File: src/hw/cpt_pkg.sv
// Shared constants and types of the call-progress tone output block.
// Assumes a single 100 MHz system clock and an AHB-Lite register bus.
package cpt_pkg;

  // Clock and tone timing
  localparam int CPT_CLK_HZ = 100_000_000;
  localparam int CPT_TONE_HZ = 32_000;
  // Exact division: 3125 cycles per tone period
  localparam int CPT_PERIOD_CYC = CPT_CLK_HZ / CPT_TONE_HZ;
  localparam logic [11:0] CPT_PERIOD_W = 12'(CPT_PERIOD_CYC);
  localparam logic [11:0] CPT_CNT_LAST = 12'(CPT_PERIOD_CYC - 1);
  localparam logic [11:0] CPT_CNT_HALF = 12'(CPT_PERIOD_CYC / 2);

  // Register indices; byte address is four times the index
  localparam logic [7:0] CPT_IDX_CTRL1 = 8'h01;
  localparam logic [7:0] CPT_IDX_CTRL2 = 8'h02;
  localparam logic [7:0] CPT_IDX_RX_ATT = 8'h14;
  localparam logic [7:0] CPT_IDX_TX_ATT = 8'h15;
  localparam logic [7:0] CPT_IDX_STATUS = 8'h16;

  // Field positions
  localparam int CPT_FMT_LSB = 4;
  localparam int CPT_TONE_EN_BIT = 3;
  localparam int CPT_IRQ_EN_BIT = 0;
  localparam int CPT_ST_PIN_BIT = 0;
  localparam int CPT_ST_ACTIVE_BIT = 1;
  localparam int CPT_ST_LEVEL_LSB = 16;

  // Reset values
  localparam logic [7:0] CPT_ATT_RST = 8'h00;
  localparam logic [1:0] CPT_FMT_RST = 2'h0;
  localparam logic CPT_TONE_EN_RST = 1'b0;
  localparam logic CPT_IRQ_EN_RST = 1'b0;

  // Attenuation is a fraction of 256
  localparam int CPT_ATT_SHIFT = 8;

  typedef enum logic [1:0] {
    CPT_FMT_DSIG = 2'h0,
    CPT_FMT_RZ = 2'h1,
    CPT_FMT_BAL = 2'h2,
    CPT_FMT_RSVD = 2'h3
  } cpt_fmt_e;

  typedef struct packed {
    logic signed [15:0] rx;
    logic signed [15:0] tx;
  } cpt_voice_s;

endpackage

File: src/hw/cpt_tone_out.sv
// Call-progress tone output: AHB-Lite registers, path scaling, pin modulator.
// Assumes voice samples arrive on the system clock with a valid strobe.
// Contract
// RULE1: Software enables the tone by clearing the interrupt output enable, setting tone enable and format 00.
// RULE2: Receive and transmit contributions are each scaled linearly by their own attenuation register.
// RULE3: An all-zero attenuation value fully mutes its path in the monitor output.
// RULE4: Attenuation alters only the monitor output, never the line voice data.
// RULE5: A two-bit format field at bits 5:4 of the control register picks one of three waveforms.
// RULE6: Waveforms are a delta-sigma stream, a 32 kHz return-to-zero pulse and a balanced 32 kHz pulse.
// RULE7: Format 00 is delta-sigma, 01 return-to-zero, 10 balanced, and 11 drives the pin low.
//
// Register access over AHB-Lite is this design's own decision.
`timescale 1ns/1ps
module cpt_tone_out (
  input wire logic i_sys_clk,
  input wire logic i_reset_n,
  input wire logic i_hsel,
  input wire logic [31:0] i_haddr,
  input wire logic [1:0] i_htrans,
  input wire logic i_hwrite,
  input wire logic [2:0] i_hsize,
  input wire logic [31:0] i_hwdata,
  input wire logic i_hready,
  output logic [31:0] o_hrdata,
  output logic o_hreadyout,
  output logic o_hresp,
  input wire cpt_pkg::cpt_voice_s i_voice,
  input wire logic i_voice_valid,
  output cpt_pkg::cpt_voice_s o_line_voice,
  output logic o_line_valid,
  output logic o_tone_output_pin
);

  typedef struct packed {
    logic wr_pend;
    logic [7:0] wr_idx;
    logic [7:0] rx_att;
    logic [7:0] tx_att;
    logic [1:0] fmt;
    logic tone_output_enable;
    logic irq_output_enable;
    cpt_pkg::cpt_voice_s voice;
    cpt_pkg::cpt_voice_s line_voice;
    logic line_valid;
    logic signed [15:0] level;
    logic [31:0] hrdata;
    logic ready;
    logic hresp;
  } cpt_top_state_s;

  cpt_top_state_s s_reg;
  cpt_top_state_s s_next;

  logic [1:0] rst_sync_reg;
  logic rst_n;
  logic take;
  logic addr_ok;
  logic [7:0] a_idx;
  logic signed [23:0] rx_scaled;
  logic signed [23:0] tx_scaled;
  logic signed [24:0] mix_sum;
  logic signed [16:0] mix_shift;
  logic mod_enable;

  // Reset release through two flip-flops
  always_ff @(posedge i_sys_clk or negedge i_reset_n) begin
    if (!i_reset_n) begin
      rst_sync_reg <= 2'b00;
    end else begin
      rst_sync_reg <= {rst_sync_reg[0], 1'b1};
    end
  end
  assign rst_n = rst_sync_reg[1];

  // Address phase decode; only word-aligned addresses map, whatever the transfer size
  assign take = i_hsel && i_htrans[1] && i_hready;
  assign addr_ok = (i_haddr[31:10] == 22'h000000) && (i_haddr[1:0] == 2'b00);
  assign a_idx = addr_ok ? i_haddr[9:2] : 8'hff;

  function automatic logic [31:0] read_word(input cpt_top_state_s st, input logic [7:0] idx, input logic pin);
    logic [31:0] w;
    w = 32'h00000000;
    unique case (idx)
      cpt_pkg::CPT_IDX_CTRL1: begin
        w[cpt_pkg::CPT_FMT_LSB +: 2] = st.fmt;
        w[cpt_pkg::CPT_TONE_EN_BIT] = st.tone_output_enable;
      end
      cpt_pkg::CPT_IDX_CTRL2: w[cpt_pkg::CPT_IRQ_EN_BIT] = st.irq_output_enable;
      cpt_pkg::CPT_IDX_RX_ATT: w[7:0] = st.rx_att;
      cpt_pkg::CPT_IDX_TX_ATT: w[7:0] = st.tx_att;
      cpt_pkg::CPT_IDX_STATUS: begin
        w[cpt_pkg::CPT_ST_PIN_BIT] = pin;
        w[cpt_pkg::CPT_ST_ACTIVE_BIT] = st.tone_output_enable && !st.irq_output_enable
          && (st.fmt != cpt_pkg::CPT_FMT_RSVD);
        w[cpt_pkg::CPT_ST_LEVEL_LSB +: 16] = st.level;
      end
      default: w = 32'h00000000;
    endcase
    return w;
  endfunction

  // Mix of the two scaled paths, saturated to 16 bits
  assign mix_sum = 25'(rx_scaled) + 25'(tx_scaled);
  assign mix_shift = 17'(mix_sum >>> cpt_pkg::CPT_ATT_SHIFT);

  always_comb begin
    s_next = s_reg;
    s_next.ready = 1'b1;
    s_next.hresp = 1'b0;
    // Data phase write lands before the next read is sampled
    if (s_reg.wr_pend) begin
      unique case (s_reg.wr_idx)
        cpt_pkg::CPT_IDX_CTRL1: begin
          s_next.fmt = i_hwdata[cpt_pkg::CPT_FMT_LSB +: 2]; // RULE5
          s_next.tone_output_enable = i_hwdata[cpt_pkg::CPT_TONE_EN_BIT]; // RULE1
        end
        cpt_pkg::CPT_IDX_CTRL2: s_next.irq_output_enable = i_hwdata[cpt_pkg::CPT_IRQ_EN_BIT]; // RULE1
        cpt_pkg::CPT_IDX_RX_ATT: s_next.rx_att = i_hwdata[7:0]; // RULE2
        cpt_pkg::CPT_IDX_TX_ATT: s_next.tx_att = i_hwdata[7:0]; // RULE2
        default: s_next.fmt = s_reg.fmt;
      endcase
    end
    s_next.wr_pend = take && i_hwrite;
    s_next.wr_idx = a_idx;
    if (take && !i_hwrite) begin
      s_next.hrdata = read_word(s_next, a_idx, o_tone_output_pin);
    end
    // Line data bypasses the attenuators entirely
    if (i_voice_valid) begin
      s_next.voice = i_voice;
      s_next.line_voice = i_voice; // RULE4
    end
    s_next.line_valid = i_voice_valid; // RULE4
    if (mix_shift > 17'sh07fff) begin
      s_next.level = 16'sh7fff;
    end else if (mix_shift < -17'sh08000) begin
      s_next.level = -16'sh8000;
    end else begin
      s_next.level = mix_shift[15:0];
    end
  end

  always_ff @(posedge i_sys_clk or negedge rst_n) begin
    if (!rst_n) begin
      s_reg <= '0;
      s_reg.rx_att <= cpt_pkg::CPT_ATT_RST;
      s_reg.tx_att <= cpt_pkg::CPT_ATT_RST;
      s_reg.fmt <= cpt_pkg::CPT_FMT_RST;
      s_reg.tone_output_enable <= cpt_pkg::CPT_TONE_EN_RST;
      s_reg.irq_output_enable <= cpt_pkg::CPT_IRQ_EN_RST;
    end else begin
      s_reg <= s_next;
    end
  end

  cpt_path_scaler u_rx_scaler (
    .i_sys_clk(i_sys_clk),
    .i_rst_n(rst_n),
    .i_sample(s_reg.voice.rx),
    .i_atten(s_reg.rx_att),
    .o_scaled(rx_scaled)
  );

  cpt_path_scaler u_tx_scaler (
    .i_sys_clk(i_sys_clk),
    .i_rst_n(rst_n),
    .i_sample(s_reg.voice.tx),
    .i_atten(s_reg.tx_att),
    .o_scaled(tx_scaled)
  );

  // Pin free for interrupt use unless that use is off
  assign mod_enable = s_reg.tone_output_enable && !s_reg.irq_output_enable; // RULE1

  cpt_tone_mod u_mod (
    .i_sys_clk(i_sys_clk),
    .i_rst_n(rst_n),
    .i_level(s_reg.level),
    .i_format(cpt_pkg::cpt_fmt_e'(s_reg.fmt)),
    .i_enable(mod_enable),
    .o_pin(o_tone_output_pin)
  );

  assign o_hrdata = s_reg.hrdata;
  assign o_hreadyout = s_reg.ready;
  assign o_hresp = s_reg.hresp;
  assign o_line_voice = s_reg.line_voice;
  assign o_line_valid = s_reg.line_valid;
endmodule // cpt_tone_out

File: src/hw/cpt_path_scaler.sv
// Linear scaler of one voice path for the monitor mix.
// Assumes a synchronous, already released active-low reset.
`timescale 1ns/1ps
module cpt_path_scaler (
  input wire logic i_sys_clk,
  input wire logic i_rst_n,
  input wire logic signed [15:0] i_sample,
  input wire logic [7:0] i_atten,
  output logic signed [23:0] o_scaled
);

  typedef struct packed {
    logic signed [23:0] prod;
  } cpt_scl_state_s;

  cpt_scl_state_s s_reg;
  cpt_scl_state_s s_next;

  always_comb begin
    s_next = s_reg;
    // Zero attenuation gives an exact zero product
    // Full-scale product needs 24 signed bits, so the cut loses nothing
    s_next.prod = 24'(i_sample * $signed({1'b0, i_atten})); // RULE2 RULE3
  end

  always_ff @(posedge i_sys_clk or negedge i_rst_n) begin
    if (!i_rst_n) begin
      s_reg <= '0;
    end else begin
      s_reg <= s_next;
    end
  end

  assign o_scaled = s_reg.prod;
endmodule // cpt_path_scaler

File: src/hw/cpt_tone_mod.sv
// Tone pin modulator: delta-sigma, return-to-zero or balanced 32 kHz pulses.
// Assumes a synchronous, already released active-low reset.
`timescale 1ns/1ps
module cpt_tone_mod (
  input wire logic i_sys_clk,
  input wire logic i_rst_n,
  input wire logic signed [15:0] i_level,
  input wire cpt_pkg::cpt_fmt_e i_format,
  input wire logic i_enable,
  output logic o_pin
);

  typedef struct packed {
    logic [11:0] cnt;
    logic [11:0] thr;
    logic [15:0] acc;
    logic pin;
  } cpt_mod_state_s;

  cpt_mod_state_s s_reg;
  cpt_mod_state_s s_next;
  logic [15:0] ulevel;
  logic [27:0] duty;
  logic [16:0] dsum;
  logic [11:0] lo;
  logic [11:0] hi;

  // Offset binary so that silence is half duty
  assign ulevel = {~i_level[15], i_level[14:0]};
  assign duty = ulevel * cpt_pkg::CPT_PERIOD_W;
  assign dsum = {1'b0, s_reg.acc} + {1'b0, ulevel};
  assign lo = cpt_pkg::CPT_CNT_HALF - {1'b0, s_reg.thr[11:1]};
  assign hi = lo + s_reg.thr;

  always_comb begin
    s_next = s_reg;
    s_next.acc = dsum[15:0];
    if (s_reg.cnt == cpt_pkg::CPT_CNT_LAST) begin // RULE6
      s_next.cnt = 12'h000;
      // Duty only changes at a period edge to avoid runt pulses
      s_next.thr = duty[27:16];
    end else begin
      s_next.cnt = s_reg.cnt + 12'h001;
    end
    s_next.pin = 1'b0;
    if (i_enable) begin
      unique case (i_format) // RULE5 RULE7
        cpt_pkg::CPT_FMT_DSIG: s_next.pin = dsum[16]; // RULE6
        cpt_pkg::CPT_FMT_RZ: s_next.pin = (s_reg.cnt < s_reg.thr); // RULE6
        cpt_pkg::CPT_FMT_BAL: s_next.pin = (s_reg.cnt >= lo) && (s_reg.cnt < hi); // RULE6
        cpt_pkg::CPT_FMT_RSVD: s_next.pin = 1'b0; // RULE7
      endcase
    end
  end

  always_ff @(posedge i_sys_clk or negedge i_rst_n) begin
    if (!i_rst_n) begin
      s_reg <= '0;
    end else begin
      s_reg <= s_next;
    end
  end

  assign o_pin = s_reg.pin;
endmodule // cpt_tone_mod

File: config.mk
export PLATFORM = sky130hd
export DESIGN_NAME = cpt_tone_out
export DESIGN_NICKNAME = d
export VERILOG_FILES = /design/src/hw/cpt_pkg.sv /design/src/hw/cpt_tone_out.sv /design/src/hw/cpt_path_scaler.sv /design/src/hw/cpt_tone_mod.sv
export SDC_FILE = /design/constraint.sdc
export NUM_CORES = 1
export LEC_CHECK = 0
export ABC_AREA = 1
export BUFFER_PORTS_ARGS = -buffer_cell sky130_fd_sc_hd__buf_4
export CORE_MARGIN = 1.5
export CORE_UTILIZATION = 54
export DETAILED_ROUTE_END_ITERATION = 8
export PLACE_DENSITY_LB_ADDON = 0.12
export SLEW_MARGIN = 5
export SYNTH_ARGS = -nofsm -noshare
export SYNTH_HDL_FRONTEND = slang
export SYNTH_HIERARCHICAL = 1
export SYNTH_SLANG_ARGS = --single-unit
export TNS_END_PERCENT = 20
File: constraint.sdc
create_clock -name i_sys_clk -period 5.8 [get_ports i_sys_clk]
set_clock_uncertainty 0.15 [all_clocks]
set_input_delay 1.16 -clock i_sys_clk [delete_from_list [all_inputs] [get_ports i_sys_clk]]
set_output_delay 1.16 -clock i_sys_clk [all_outputs]
set_load 0.02 [all_outputs]
---- Word-level counts from Yosys, hierarchy flattened ----
Index checks and enable logic that the tools add are counted.
operators by class
  $add $sub $neg .......................... 5
  multiply operators ...................... 3
  multiplexer cells ....................... 18
  equality and inequality tests ........... 14
  bitwise gates (word level) .............. 1
  magnitude comparators ................... 5
  reduce and logical (&&, ||, !) cells .... 15
operators with widths
  cell                                                             count
  multiplier 16 x 9 -> 24 bit                                      2
  two-way mux 16 bit                                               3
  == test 8 x 5 -> 1 bit, second input constant                    5
  multiplier 16 x 12 -> 28 bit, second input constant              1
  adder 24 x 24 -> 25 bit                                          1
  < comparator 12 bit                                              2
  two-way mux 8 bit                                                3
  zero test 22 bit                                                 1
  two-way mux 20 bit                                               1
  adder 16 x 16 -> 17 bit                                          1
  greater-than comparator 17 x 16 -> 1 bit, second input constant  1
  < comparator 17 x 16 -> 1 bit, second input constant             1
  == test 8 x 1 -> 1 bit, second input constant                    2
  == test 8 x 2 -> 1 bit, second input constant                    2
  adder 12 x 1 -> 12 bit, second input constant                    1
  adder 12 bit                                                     1
  == test 12 bit, second input constant                            1
  >= comparator 12 bit                                             1
  two-way mux 12 bit                                               1
  subtractor 11 x 11 -> 12 bit, first input constant               1
  logical AND 1 bit                                                9
  one-hot mux 3 bit (3 select lines)                               1
  one-hot mux 1 bit (4 select lines)                               2
  == test 2 bit, second input constant                             2
  other kinds (10)                                                 15
storage, ports and cells
  flip-flop bits (word level) ............. 194
  input port bits ......................... 107
  output and inout port bits .............. 68

---- Logic depth before layout (Yosys ltp) ----
Gate-level depths: netlist of run 1.
  depth after elaboration ................. 7
  depth in mapped cells ................... 27
  gate-level depth less buffers ........... 27

---- Cells and area by module ----
Netlist of run 1, hierarchy kept.
modules (own cells, without submodules)
  module                          area an instance (µm²)  cells an instance  instances
  cpt_tone_mod                    7,193.1                 948                1
  cpt_tone_out                    6,159.7                 749                1
  cpt_path_scaler at u_tx_scaler  5,693.0                 781                1
  cpt_path_scaler at u_rx_scaler  5,691.7                 781                1

---- Worst setup path before layout of run 1 ----
Ideal clock, no wire load.
  path kind ............................... register to register
  start ................................... register s_reg[128] in the netlist's numbering
  end ..................................... register u_rx_scaler.s_reg, in the netlist u_rx_scaler/o_scaled[23]
  buffers on the path ..................... 2
  clock period less this slack ............ 4,521 ps
  required time ........................... 5,534 ps
  library setup time ...................... 116 ps
  slack ................................... 1,279 ps
  arrival time ............................ 4,254 ps
  stages on the path, launching flop included .. 18
  path through ............................ dfrtp_1 clkbuf_1 clkbuf_1 nand2_1 fa_1 inv_1 fa_1 inv_1 fa_1 fa_1 inv_1 ha_1 a21oi_1 nand2_1 nor2_1 nand3_1 nand2_1 nand2_1
RTL lines
  what                    RTL line               text
  start, declared         cpt_tone_out.sv:51     cpt_top_state_s s_reg;
  start signal, assigned  cpt_tone_out.sv:152    s_reg <= s_next;
  end signal, assigned    cpt_path_scaler.sv:30  s_reg <= s_next;
  end, declared           cpt_path_scaler.sv:16  cpt_scl_state_s s_reg;

==> impl_metrics.py, run 1 <==
metrics = {
    "critical_path": {
        "r2r_slack_ns": 0.92,
        "crit_type": "register to register",
        "start_kind": "register",
        "crit_slowest_cell": "dfrtp_1",
        "critPathRequiredTime_ns": 6.03,
        "path_buf_inv": 5,
        "crit_path_frequent_cell": "nand2_1",
        "path_delay_family": "adder cells",
        "cp_max_fo": 17,
        "worstPathArrival_ns": 5.10,
        "critPathMaxStageDelay_ns": 0.70,
        "end_kind": "register",
        "worstPathCellList": "nand2_1, inv_1, fa_1, inv_1, fa_1, inv_1, fa_1, inv_1, fa_1, inv_1, ha_1, nand2_1, nand2_1, o21bai_1, a21oi_1, nand2_1, nand2_1, nand2_1",
    },
    "finish": {
        "diodes": 0,
        "layout.nets": 3922,
        "fillers": 4310,
        "largest_register_ffs": 45,
        "drive_above_1_share_pct": 9.17,
        "area_delta_synth_final_pct": 6.91,
    },
    "yosys": {
        "synth-seq-cells": 194,
        "yosysWarnings": 6,
        "synth_area_leader_cell": "fa_1",
        "syn_area_mm2": 0.0247,
        "synthCells": 3259,
        "synth_commonest_cells": "874 x nand2_1, 763 x inv_1, 278 x ha_1",
        "yosysMostFrequentCell": "nand2_1",
        "synth_flop_cell": "dfrtp_1",
        "syn_area_per_cell_um2": 7.59,
        "yosysSeqAreaShare_pct": 19.6,
        "async_flop_share_pct": 100,
        "synth_top_area_share_pct": 19.7,
        "synth-edff-count": 0,
        "synth.distinct_cells": 52,
        "synth_area_leaders": "fa_1 20%, dfrtp_1 20%, ha_1 14%, nand2_1 13%, inv_1 12%",
    },
    "sta": {
        "setup_viol_count_final": 0,
        "max_slew_margin_pct": 35.2,
        "hold_viol": 0,
        "rsz0062_at_grt": "false",
        "worst_slew_pin_slew_ns": 0.972,
        "finalSetupTns_ns": 0,
        "drv_slew": 0,
        "min_period_ns": 4.88,
        "max_clock_freq_ghz": 0.205,
        "fin_crit_sh_pct": 84.1,
    },
    "cts": {
        "cts_tree": "yes",
        "numCtsBuffers": 17,
        "cts_sinks": 194,
        "clkTransAtPathRegs_ns": 0.08,
        "hold_buffers": 0,
        "clkLatencyLatePin_ns": 0.48,
        "htreeDepth": 4,
        "clk_path_buf_depth": 2,
        "cts-root-buf": "clkbuf_16",
        "post_cts_resized": 0,
        "cts_setup_buffers": 0,
    },
    "flow_run": {
        "maxCapViolations": 0,
    },
    "routing": {
        "wire_per_inst_um": 15.0,
        "drt-initial-drc-count": 1292,
        "firstDrtPassIters": 6,
        "via_per_inst": 5.06,
        "drt.antenna.violating_nets": 0,
        "drc_errors": 0,
        "wl_um": 58500,
        "vias": 19800,
    },
    "floorplanning": {
        "core_mm2": 0.0453,
        "die_w_um": 217,
        "io_pins": 175,
        "die_area_mm2": 0.0471,
        "die_h_um": 217,
        "std_cell_rows": 78,
        "start_util_pct": 54.6,
    },
    "global_routing": {
        "grt_overflow_total": 0,
        "grt_start_max_net_pins": 176,
        "grt_usage_pct": 26.4,
        "grt_pass1_wl_um": 99500,
        "grt_pass1_vias": 20400,
        "grt_antenna_before_repair": 0,
    },
    "place": {
        "place_congestion": 0.907,
        "port_buffers": 137,
        "place_hpwl_um": 48300,
    },
    "status": {
        "status": "completed",
    },
    "min_path": {
        "hp-class": "register to async pin",
    },
}
[per-stage QoR]
stage               std cells  setup slack, ns  cell area [µm²]  utilization [%]  hold slack, ns
floorplan                3268             1.28            24800                -           0.181
global placement         3874             1.01            25900             57.1          0.0699
detailed placement       3874            0.947            25900             57.1          0.0739
CTS                      3904            0.914            26400             58.4          0.0706
global route             3904            0.588            26400             58.4          0.0881
finish                   3904            0.921            26400             58.4          0.0592
[routing by layer]
| layer | global-route usage (%) | vias up | wire length, µm |
|---|---|---|---|
| li1 | - | 9820 | - |
| met1 | 33.0 | 9526 | 25400 |
| met2 | 47.7 | 349 | 30000 |
| met3 | 3.41 | 55 | 1960 |
| met4 | 6.83 | 0 | 1090 |
| met5 | 0 | - | 0 |
[path summary, 6_finish.rpt]
path                                 startpoint                  endpoint  cells past startpoint
worst max register to register       s_reg[130]  u_rx_scaler/o_scaled[21]                     18
min in group i_sys_clk          rst_sync_reg[0]           rst_sync_reg[1]                      0
worst min-delay path            rst_sync_reg[1]          o_line_voice[31]                      0
max in group asynchronous       rst_sync_reg[1]          o_line_voice[10]                      1
worst max-delay path                 s_reg[130]  u_rx_scaler/o_scaled[21]                     18
worst min register to register  rst_sync_reg[1]          o_line_voice[31]                      0
[worst reg2reg max path: stages (launching register included)]
cell and delay [ns]:
dfrtp_1 0.70, nand2_1 0.27, inv_1 0.11, fa_1 0.63, inv_1 0.12, fa_1 0.55, inv_1 0.06, fa_1 0.52
inv_1 0.05, fa_1 0.52, inv_1 0.04, ha_1 0.37, nand2_1 0.10, nand2_1 0.06, o21bai_1 0.15, a21oi_1 0.18
nand2_1 0.07, nand2_1 0.06, nand2_1 0.05
[kinds of logic (layout without fill, tap and decap cells)]
logic type	Yosys count	after routing	share of synthesized area, %
mux	32	32	1.46
xor+xnor	63	63	2.34
flops	194	194	19.6
simple gates	1286	1286	22.1
fa+ha+maj	522	522	33.8
compound gates	250	250	5.79
buf+inv	910	946	14.9
other cells	2	11	0.0304
[cell usage in the layout, fill, tap and decap left out, types with 13 or more instances in the layout]
cell       count
a21oi_1      115
buf_4        148
clkbuf_16     17
dfrtp_1      193
fa_1         244
ha_1         278
inv_1        763
mux2_2        32
nand2_1      874
nand2_2       16
nand3_1      124
nand3b_1      13
nand4_1       26
nor2_1       148
nor2_2        18
nor3_1        22
o21ai_0       65
o21bai_1      17
xnor2_1       13
xor2_1        48
[final cells by class]
cell class / instances / area [µm²] / share of cell area (%)
clock inverter: 12 / 150 / 0.568
tap: 600 / 751 / 2.84
inverter: 767 / 2880 / 10.9
sequential: 194 / 4860 / 18.4
multi-input combinational: 2164 / 16200 / 61.4
clock buffer: 18 / 439 / 1.66
timing repair buffer: 149 / 1130 / 4.28
Power of run 1 is left out: the tool's default activity adds up to more than one toggle a clock period on the data nets, which glitch-free logic cannot reach.
==> run 2: changes to the inputs <==
==> constraint.sdc (replaced) <==
create_clock -name i_sys_clk -period 5.1 [get_ports i_sys_clk]
set_clock_uncertainty 0.15 [all_clocks]
set_input_delay 1.02 -clock i_sys_clk [delete_from_list [all_inputs] [get_ports i_sys_clk]]
set_output_delay 1.02 -clock i_sys_clk [all_outputs]
set_load 0.02 [all_outputs]
==> impl_metrics.py, run 2 (synthesis gave the netlist of run 1 again) <==
metrics = {
    "critical_path": {
        "end_kind": "register",
        "worstPathArrival_ns": 4.98,
        "start_kind": "register",
        "critPathMaxStageDelay_ns": 0.67,
        "rr_startpoint": "s_reg[128]",
        "crit_type": "register to register",
        "worstPathCellList": "nand2_1, fa_1, inv_1, fa_1, inv_1, fa_1, fa_1, inv_1, ha_1, a21oi_1, o21bai_1, a21oi_1, nand2_1, nand2_1, nand2_1",
        "critPathRequiredTime_ns": 5.32,
        "cp_max_fo": 12,
        "r2r_slack_ns": 0.34,
        "r2r-end": "u_rx_scaler/o_scaled[21]",
        "crit_slowest_cell": "dfrtp_1",
        "reg2reg_depth": 15,
    },
    "cts": {
        "clkLatencyLatePin_ns": 0.49,
        "cts_tree": "yes",
        "clk_path_buf_depth": 2,
        "cts_setup_buffers": 0,
        "numCtsBuffers": 17,
        "htreeDepth": 4,
        "cts-root-buf": "clkbuf_16",
        "clkTransAtPathRegs_ns": 0.07,
        "post_cts_resized": 0,
        "cts_sinks": 194,
        "hold_buffers": 0,
    },
    "finish": {
        "final_common_cell": "nand2_1",
        "multi_input_area_mm2": 0.0162,
        "fillers": 4315,
        "area_delta_synth_final_pct": 7.13,
        "layout.area.seq_mm2": 0.00486,
        "largest_register_ffs": 45,
        "finalNonFillerCells": 3914,
        "drive_above_1_share_pct": 9.47,
        "final_cell_mix": "874 x nand2_1, 763 x inv_1, 278 x ha_1, 244 x fa_1, 192 x dfrtp_1",
        "diodes": 0,
        "layout.nets": 3930,
    },
    "floorplanning": {
        "std_cell_rows": 78,
        "io_pins": 175,
        "die_area_mm2": 0.0471,
        "die_w_um": 217,
        "die_h_um": 217,
        "start_util_pct": 54.6,
        "core_mm2": 0.0453,
    },
    "routing": {
        "wl_um": 58600,
        "firstDrtPassIters": 6,
        "via_per_inst": 5.05,
        "wire_per_inst_um": 15.0,
        "drc_errors": 0,
        "drt.antenna.violating_nets": 0,
        "drt-initial-drc-count": 1160,
        "vias": 19800,
    },
    "global_routing": {
        "grt_antenna_before_repair": 0,
        "grt_pass1_vias": 20200,
        "grt_usage_pct": 26.2,
        "grt_start_max_net_pins": 90,
        "grt_overflow_total": 0,
        "grt_pass1_wl_um": 98500,
    },
    "sta": {
        "fin_crit_sh_pct": 93.3,
        "min_period_ns": 4.76,
        "drv_slew": 0,
        "fin_hold_ws_ns": 0.152,
        "max_clock_freq_ghz": 0.210,
        "hold_viol": 0,
        "rsz0062_at_grt": "false",
        "finalSetupTns_ns": 0,
        "worst_slew_pin_slew_ns": 0.802,
        "max_slew_margin_pct": 46.5,
        "setup_viol_count_final": 0,
    },
    "min_path": {
        "hp-class": "primary input to async pin",
    },
    "place": {
        "place_congestion": 0.892,
        "place_hpwl_um": 48700,
        "dp_cells": 3882,
        "port_buffers": 137,
    },
    "status": {
        "status": "completed",
    },
    "flow_run": {
        "maxCapViolations": 0,
    },
}
## run 2: changes by cell type in the layout (fill, tap and decap cells not counted), sizes merged
cell,change
buf,+8
inv,+3
bufinv,-2
clkinvlp,+1
## run 2: routing by layer
layer	wire (µm)	share of wire (%)	vias up	global-route usage, %
li1	-	-	9851	-
met1	25300	43	9455	32.7
met2	29300	50	365	46.3
met3	1940	3.3	107	3.55
met4	1960	3.3	0	9.35
met5	0	0	-	0
## run 2: area by class of cell
type	instances	share of cell area (%)
clock buffers	18	1.66
clock inverters	14	0.538
inverters	767	10.9
multi-input cells	2164	61.3
flip-flops and latches	194	18.3
well taps	600	2.83
repair buffers	157	4.49
## run 2: worst max path at each step
stage                     from                        to  slack [ns]  cells past startpoint
floorplan           s_reg[128]  u_rx_scaler/o_scaled[23]        0.58                     17
CTS                 s_reg[129]  u_rx_scaler/o_scaled[22]        0.29                     15
detailed placement  s_reg[129]  u_rx_scaler/o_scaled[22]        0.29                     15
finish              s_reg[128]  u_rx_scaler/o_scaled[21]        0.34                     15
global route        s_reg[130]  u_rx_scaler/o_scaled[21]        0.02                     18
global placement    s_reg[129]  u_rx_scaler/o_scaled[22]        0.34                     15
## run 2: critical path, delay by kind of cell, from the launching register on
kind,cells,cell delay [ns]
compound gates,3,0.62
buf+inv,3,0.26
fa+ha+maj,5,2.53
simple gates,4,0.41
flops,1,0.67
## run 2: per-stage QoR
step | util (%) | setup slack [ns] | cell area, µm²
2_1_floorplan | - | 0.579 | 24800
4_1_cts | 58.5 | 0.293 | 26500
6_report | 58.5 | 0.341 | 26500
3_3_place_gp | 57.2 | 0.341 | 25900
3_5_place_dp | 57.2 | 0.288 | 25900
5_1_grt | 58.5 | 0.0207 | 26500
Power of run 2 is left out for the same reason.
==> run 3: changes to the inputs <==
--- a/config.mk
+++ b/config.mk
@@ -7,10 +7,11 @@
 export LEC_CHECK = 0
 export ABC_AREA = 1
 export BUFFER_PORTS_ARGS = -buffer_cell sky130_fd_sc_hd__buf_4
+export CORE_ASPECT_RATIO = 1.1
 export CORE_MARGIN = 1.5
-export CORE_UTILIZATION = 54
+export CORE_UTILIZATION = 35
 export DETAILED_ROUTE_END_ITERATION = 8
-export PLACE_DENSITY_LB_ADDON = 0.12
+export PLACE_DENSITY_LB_ADDON = 0.3
 export SLEW_MARGIN = 5
 export SYNTH_ARGS = -nofsm -noshare
 export SYNTH_HDL_FRONTEND = slang
==> impl_metrics.py, run 3 (synthesis gave the netlist of run 1 again) <==
metrics = {
    "global_routing": {
        "grt_overflow_total": 0,
        "grt_pass1_wl_um": 100000,
        "grt_usage_pct": 17.6,
        "grt_start_max_net_pins": 167,
        "grt_pass1_vias": 19600,
        "grt_antenna_before_repair": 1,
    },
    "critical_path": {
        "cp_max_fo": 14,
        "rr_startpoint": "s_reg[123]",
        "critPathLaunch": "s_reg[123]",
        "crit_type": "register to register",
        "critPathRequiredTime_ns": 5.34,
        "worstPathArrival_ns": 4.99,
        "start_kind": "register",
        "end_kind": "register",
    },
    "cts": {
        "clkLatencyLatePin_ns": 0.50,
        "cts_setup_buffers": 0,
        "clk_path_buf_depth": 2,
        "cts_tree": "yes",
        "htreeDepth": 4,
        "cts-root-buf": "clkbuf_16",
        "numCtsBuffers": 17,
        "post_cts_resized": 0,
        "cts_sinks": 194,
        "clkTransAtPathRegs_ns": 0.08,
        "hold_buffers": 0,
    },
    "finish": {
        "area_delta_synth_final_pct": 9.18,
        "fillers": 7400,
        "drive_above_1_share_pct": 9.63,
        "final_cell_mix": "874 x nand2_1, 763 x inv_1, 278 x ha_1, 244 x fa_1, 193 x dfrtp_1",
        "layout.nets": 3938,
        "diodes": 0,
        "final_common_cell": "nand2_1",
        "largest_register_ffs": 45,
    },
    "sta": {
        "max_slew_margin_pct": 38.1,
        "finalSetupTns_ns": 0,
        "fin_crit_sh_pct": 93.2,
        "setup_viol_count_final": 0,
        "rsz0062_at_grt": "false",
        "max_clock_freq_ghz": 0.210,
        "hold_viol": 0,
        "min_period_ns": 4.75,
        "drv_slew": 0,
        "worst_slew_pin_slew_ns": 0.927,
    },
    "floorplanning": {
        "die_w_um": 256,
        "start_util_pct": 35.2,
        "core_mm2": 0.0702,
        "die_h_um": 282,
        "std_cell_rows": 102,
        "io_pins": 175,
        "die_area_mm2": 0.0723,
    },
    "status": {
        "status": "completed",
    },
    "place": {
        "place_hpwl_um": 51000,
        "port_buffers": 137,
        "place_congestion": 0.895,
    },
    "routing": {
        "via_per_inst": 4.54,
        "wl_um": 61100,
        "wire_per_inst_um": 14.3,
        "vias": 19300,
        "drt.antenna.violating_nets": 0,
        "drc_errors": 0,
        "drt-initial-drc-count": 1127,
        "firstDrtPassIters": 5,
    },
    "flow_run": {
        "maxCapViolations": 0,
    },
    "min_path": {
        "hp-class": "primary input to async pin",
    },
}
-- run 3: path summary, 6_finish.rpt --
path / depth (start not counted) / endpoint / slack [ns]
worst max-delay path: 18 / u_tx_scaler/o_scaled[21] / 0.35
worst min-delay path: 1 / rst_sync_reg[1] / 0.14
worst max register to register: 18 / u_tx_scaler/o_scaled[21] / 0.35
worst min register to register: 0 / s_reg[142] / 0.14
max in group asynchronous: 1 / o_line_voice[7] / 3.41
min in group i_sys_clk: 0 / rst_sync_reg[1] / 0.21
-- run 3: worst max-delay path, stage by stage (launching register included) --
cell,delay (ns)
dfrtp_1,0.68
nand2_1,0.25
inv_1,0.07
fa_1,0.55
inv_1,0.12
fa_1,0.55
inv_1,0.06
fa_1,0.52
inv_1,0.05
fa_1,0.52
inv_1,0.04
ha_1,0.37
nand2_1,0.10
nand2_1,0.06
o21bai_1,0.15
a21oi_1,0.17
nand2_1,0.08
nand2_1,0.06
nand2_1,0.06
-- run 3: area by class of cell --
cell class                      count  area, µm²  share of cell area (%)
Timing Repair Buffer              165       1250                    4.63
Sequential cell                   194       4860                    18.0
Tap cell                          936       1170                    4.34
Inverter                          767       2880                    10.7
Clock buffer                       19        443                    1.64
Clock inverter                     13        168                   0.621
Multi-Input combinational cell   2164      16200                    60.1
-- run 3: stage by stage --
stage | area (µm²) | hold WS (ns) | util [%] | setup WS [ns] | std cells
floorplan | 24800 | 0.181 | - | 0.579 | 3268
global placement | 26400 | 0.145 | 37.6 | 0.400 | 4226
detailed placement | 26400 | 0.145 | 37.6 | 0.363 | 4226
CTS | 27000 | 0.0941 | 38.5 | 0.335 | 4258
global route | 27000 | 0.108 | 38.5 | 0.0911 | 4258
finish | 27000 | 0.136 | 38.5 | 0.348 | 4258
-- run 3: per-layer routing --
metal	routed length, µm	vias up	GRT usage (%)
met1	27100	9089	21.8
met5	0	-	0
met4	1460	0	5.67
met3	2060	72	2.49
met2	30400	297	31.4
li1	-	9863	-
Power of run 3 is left out for the same reason.
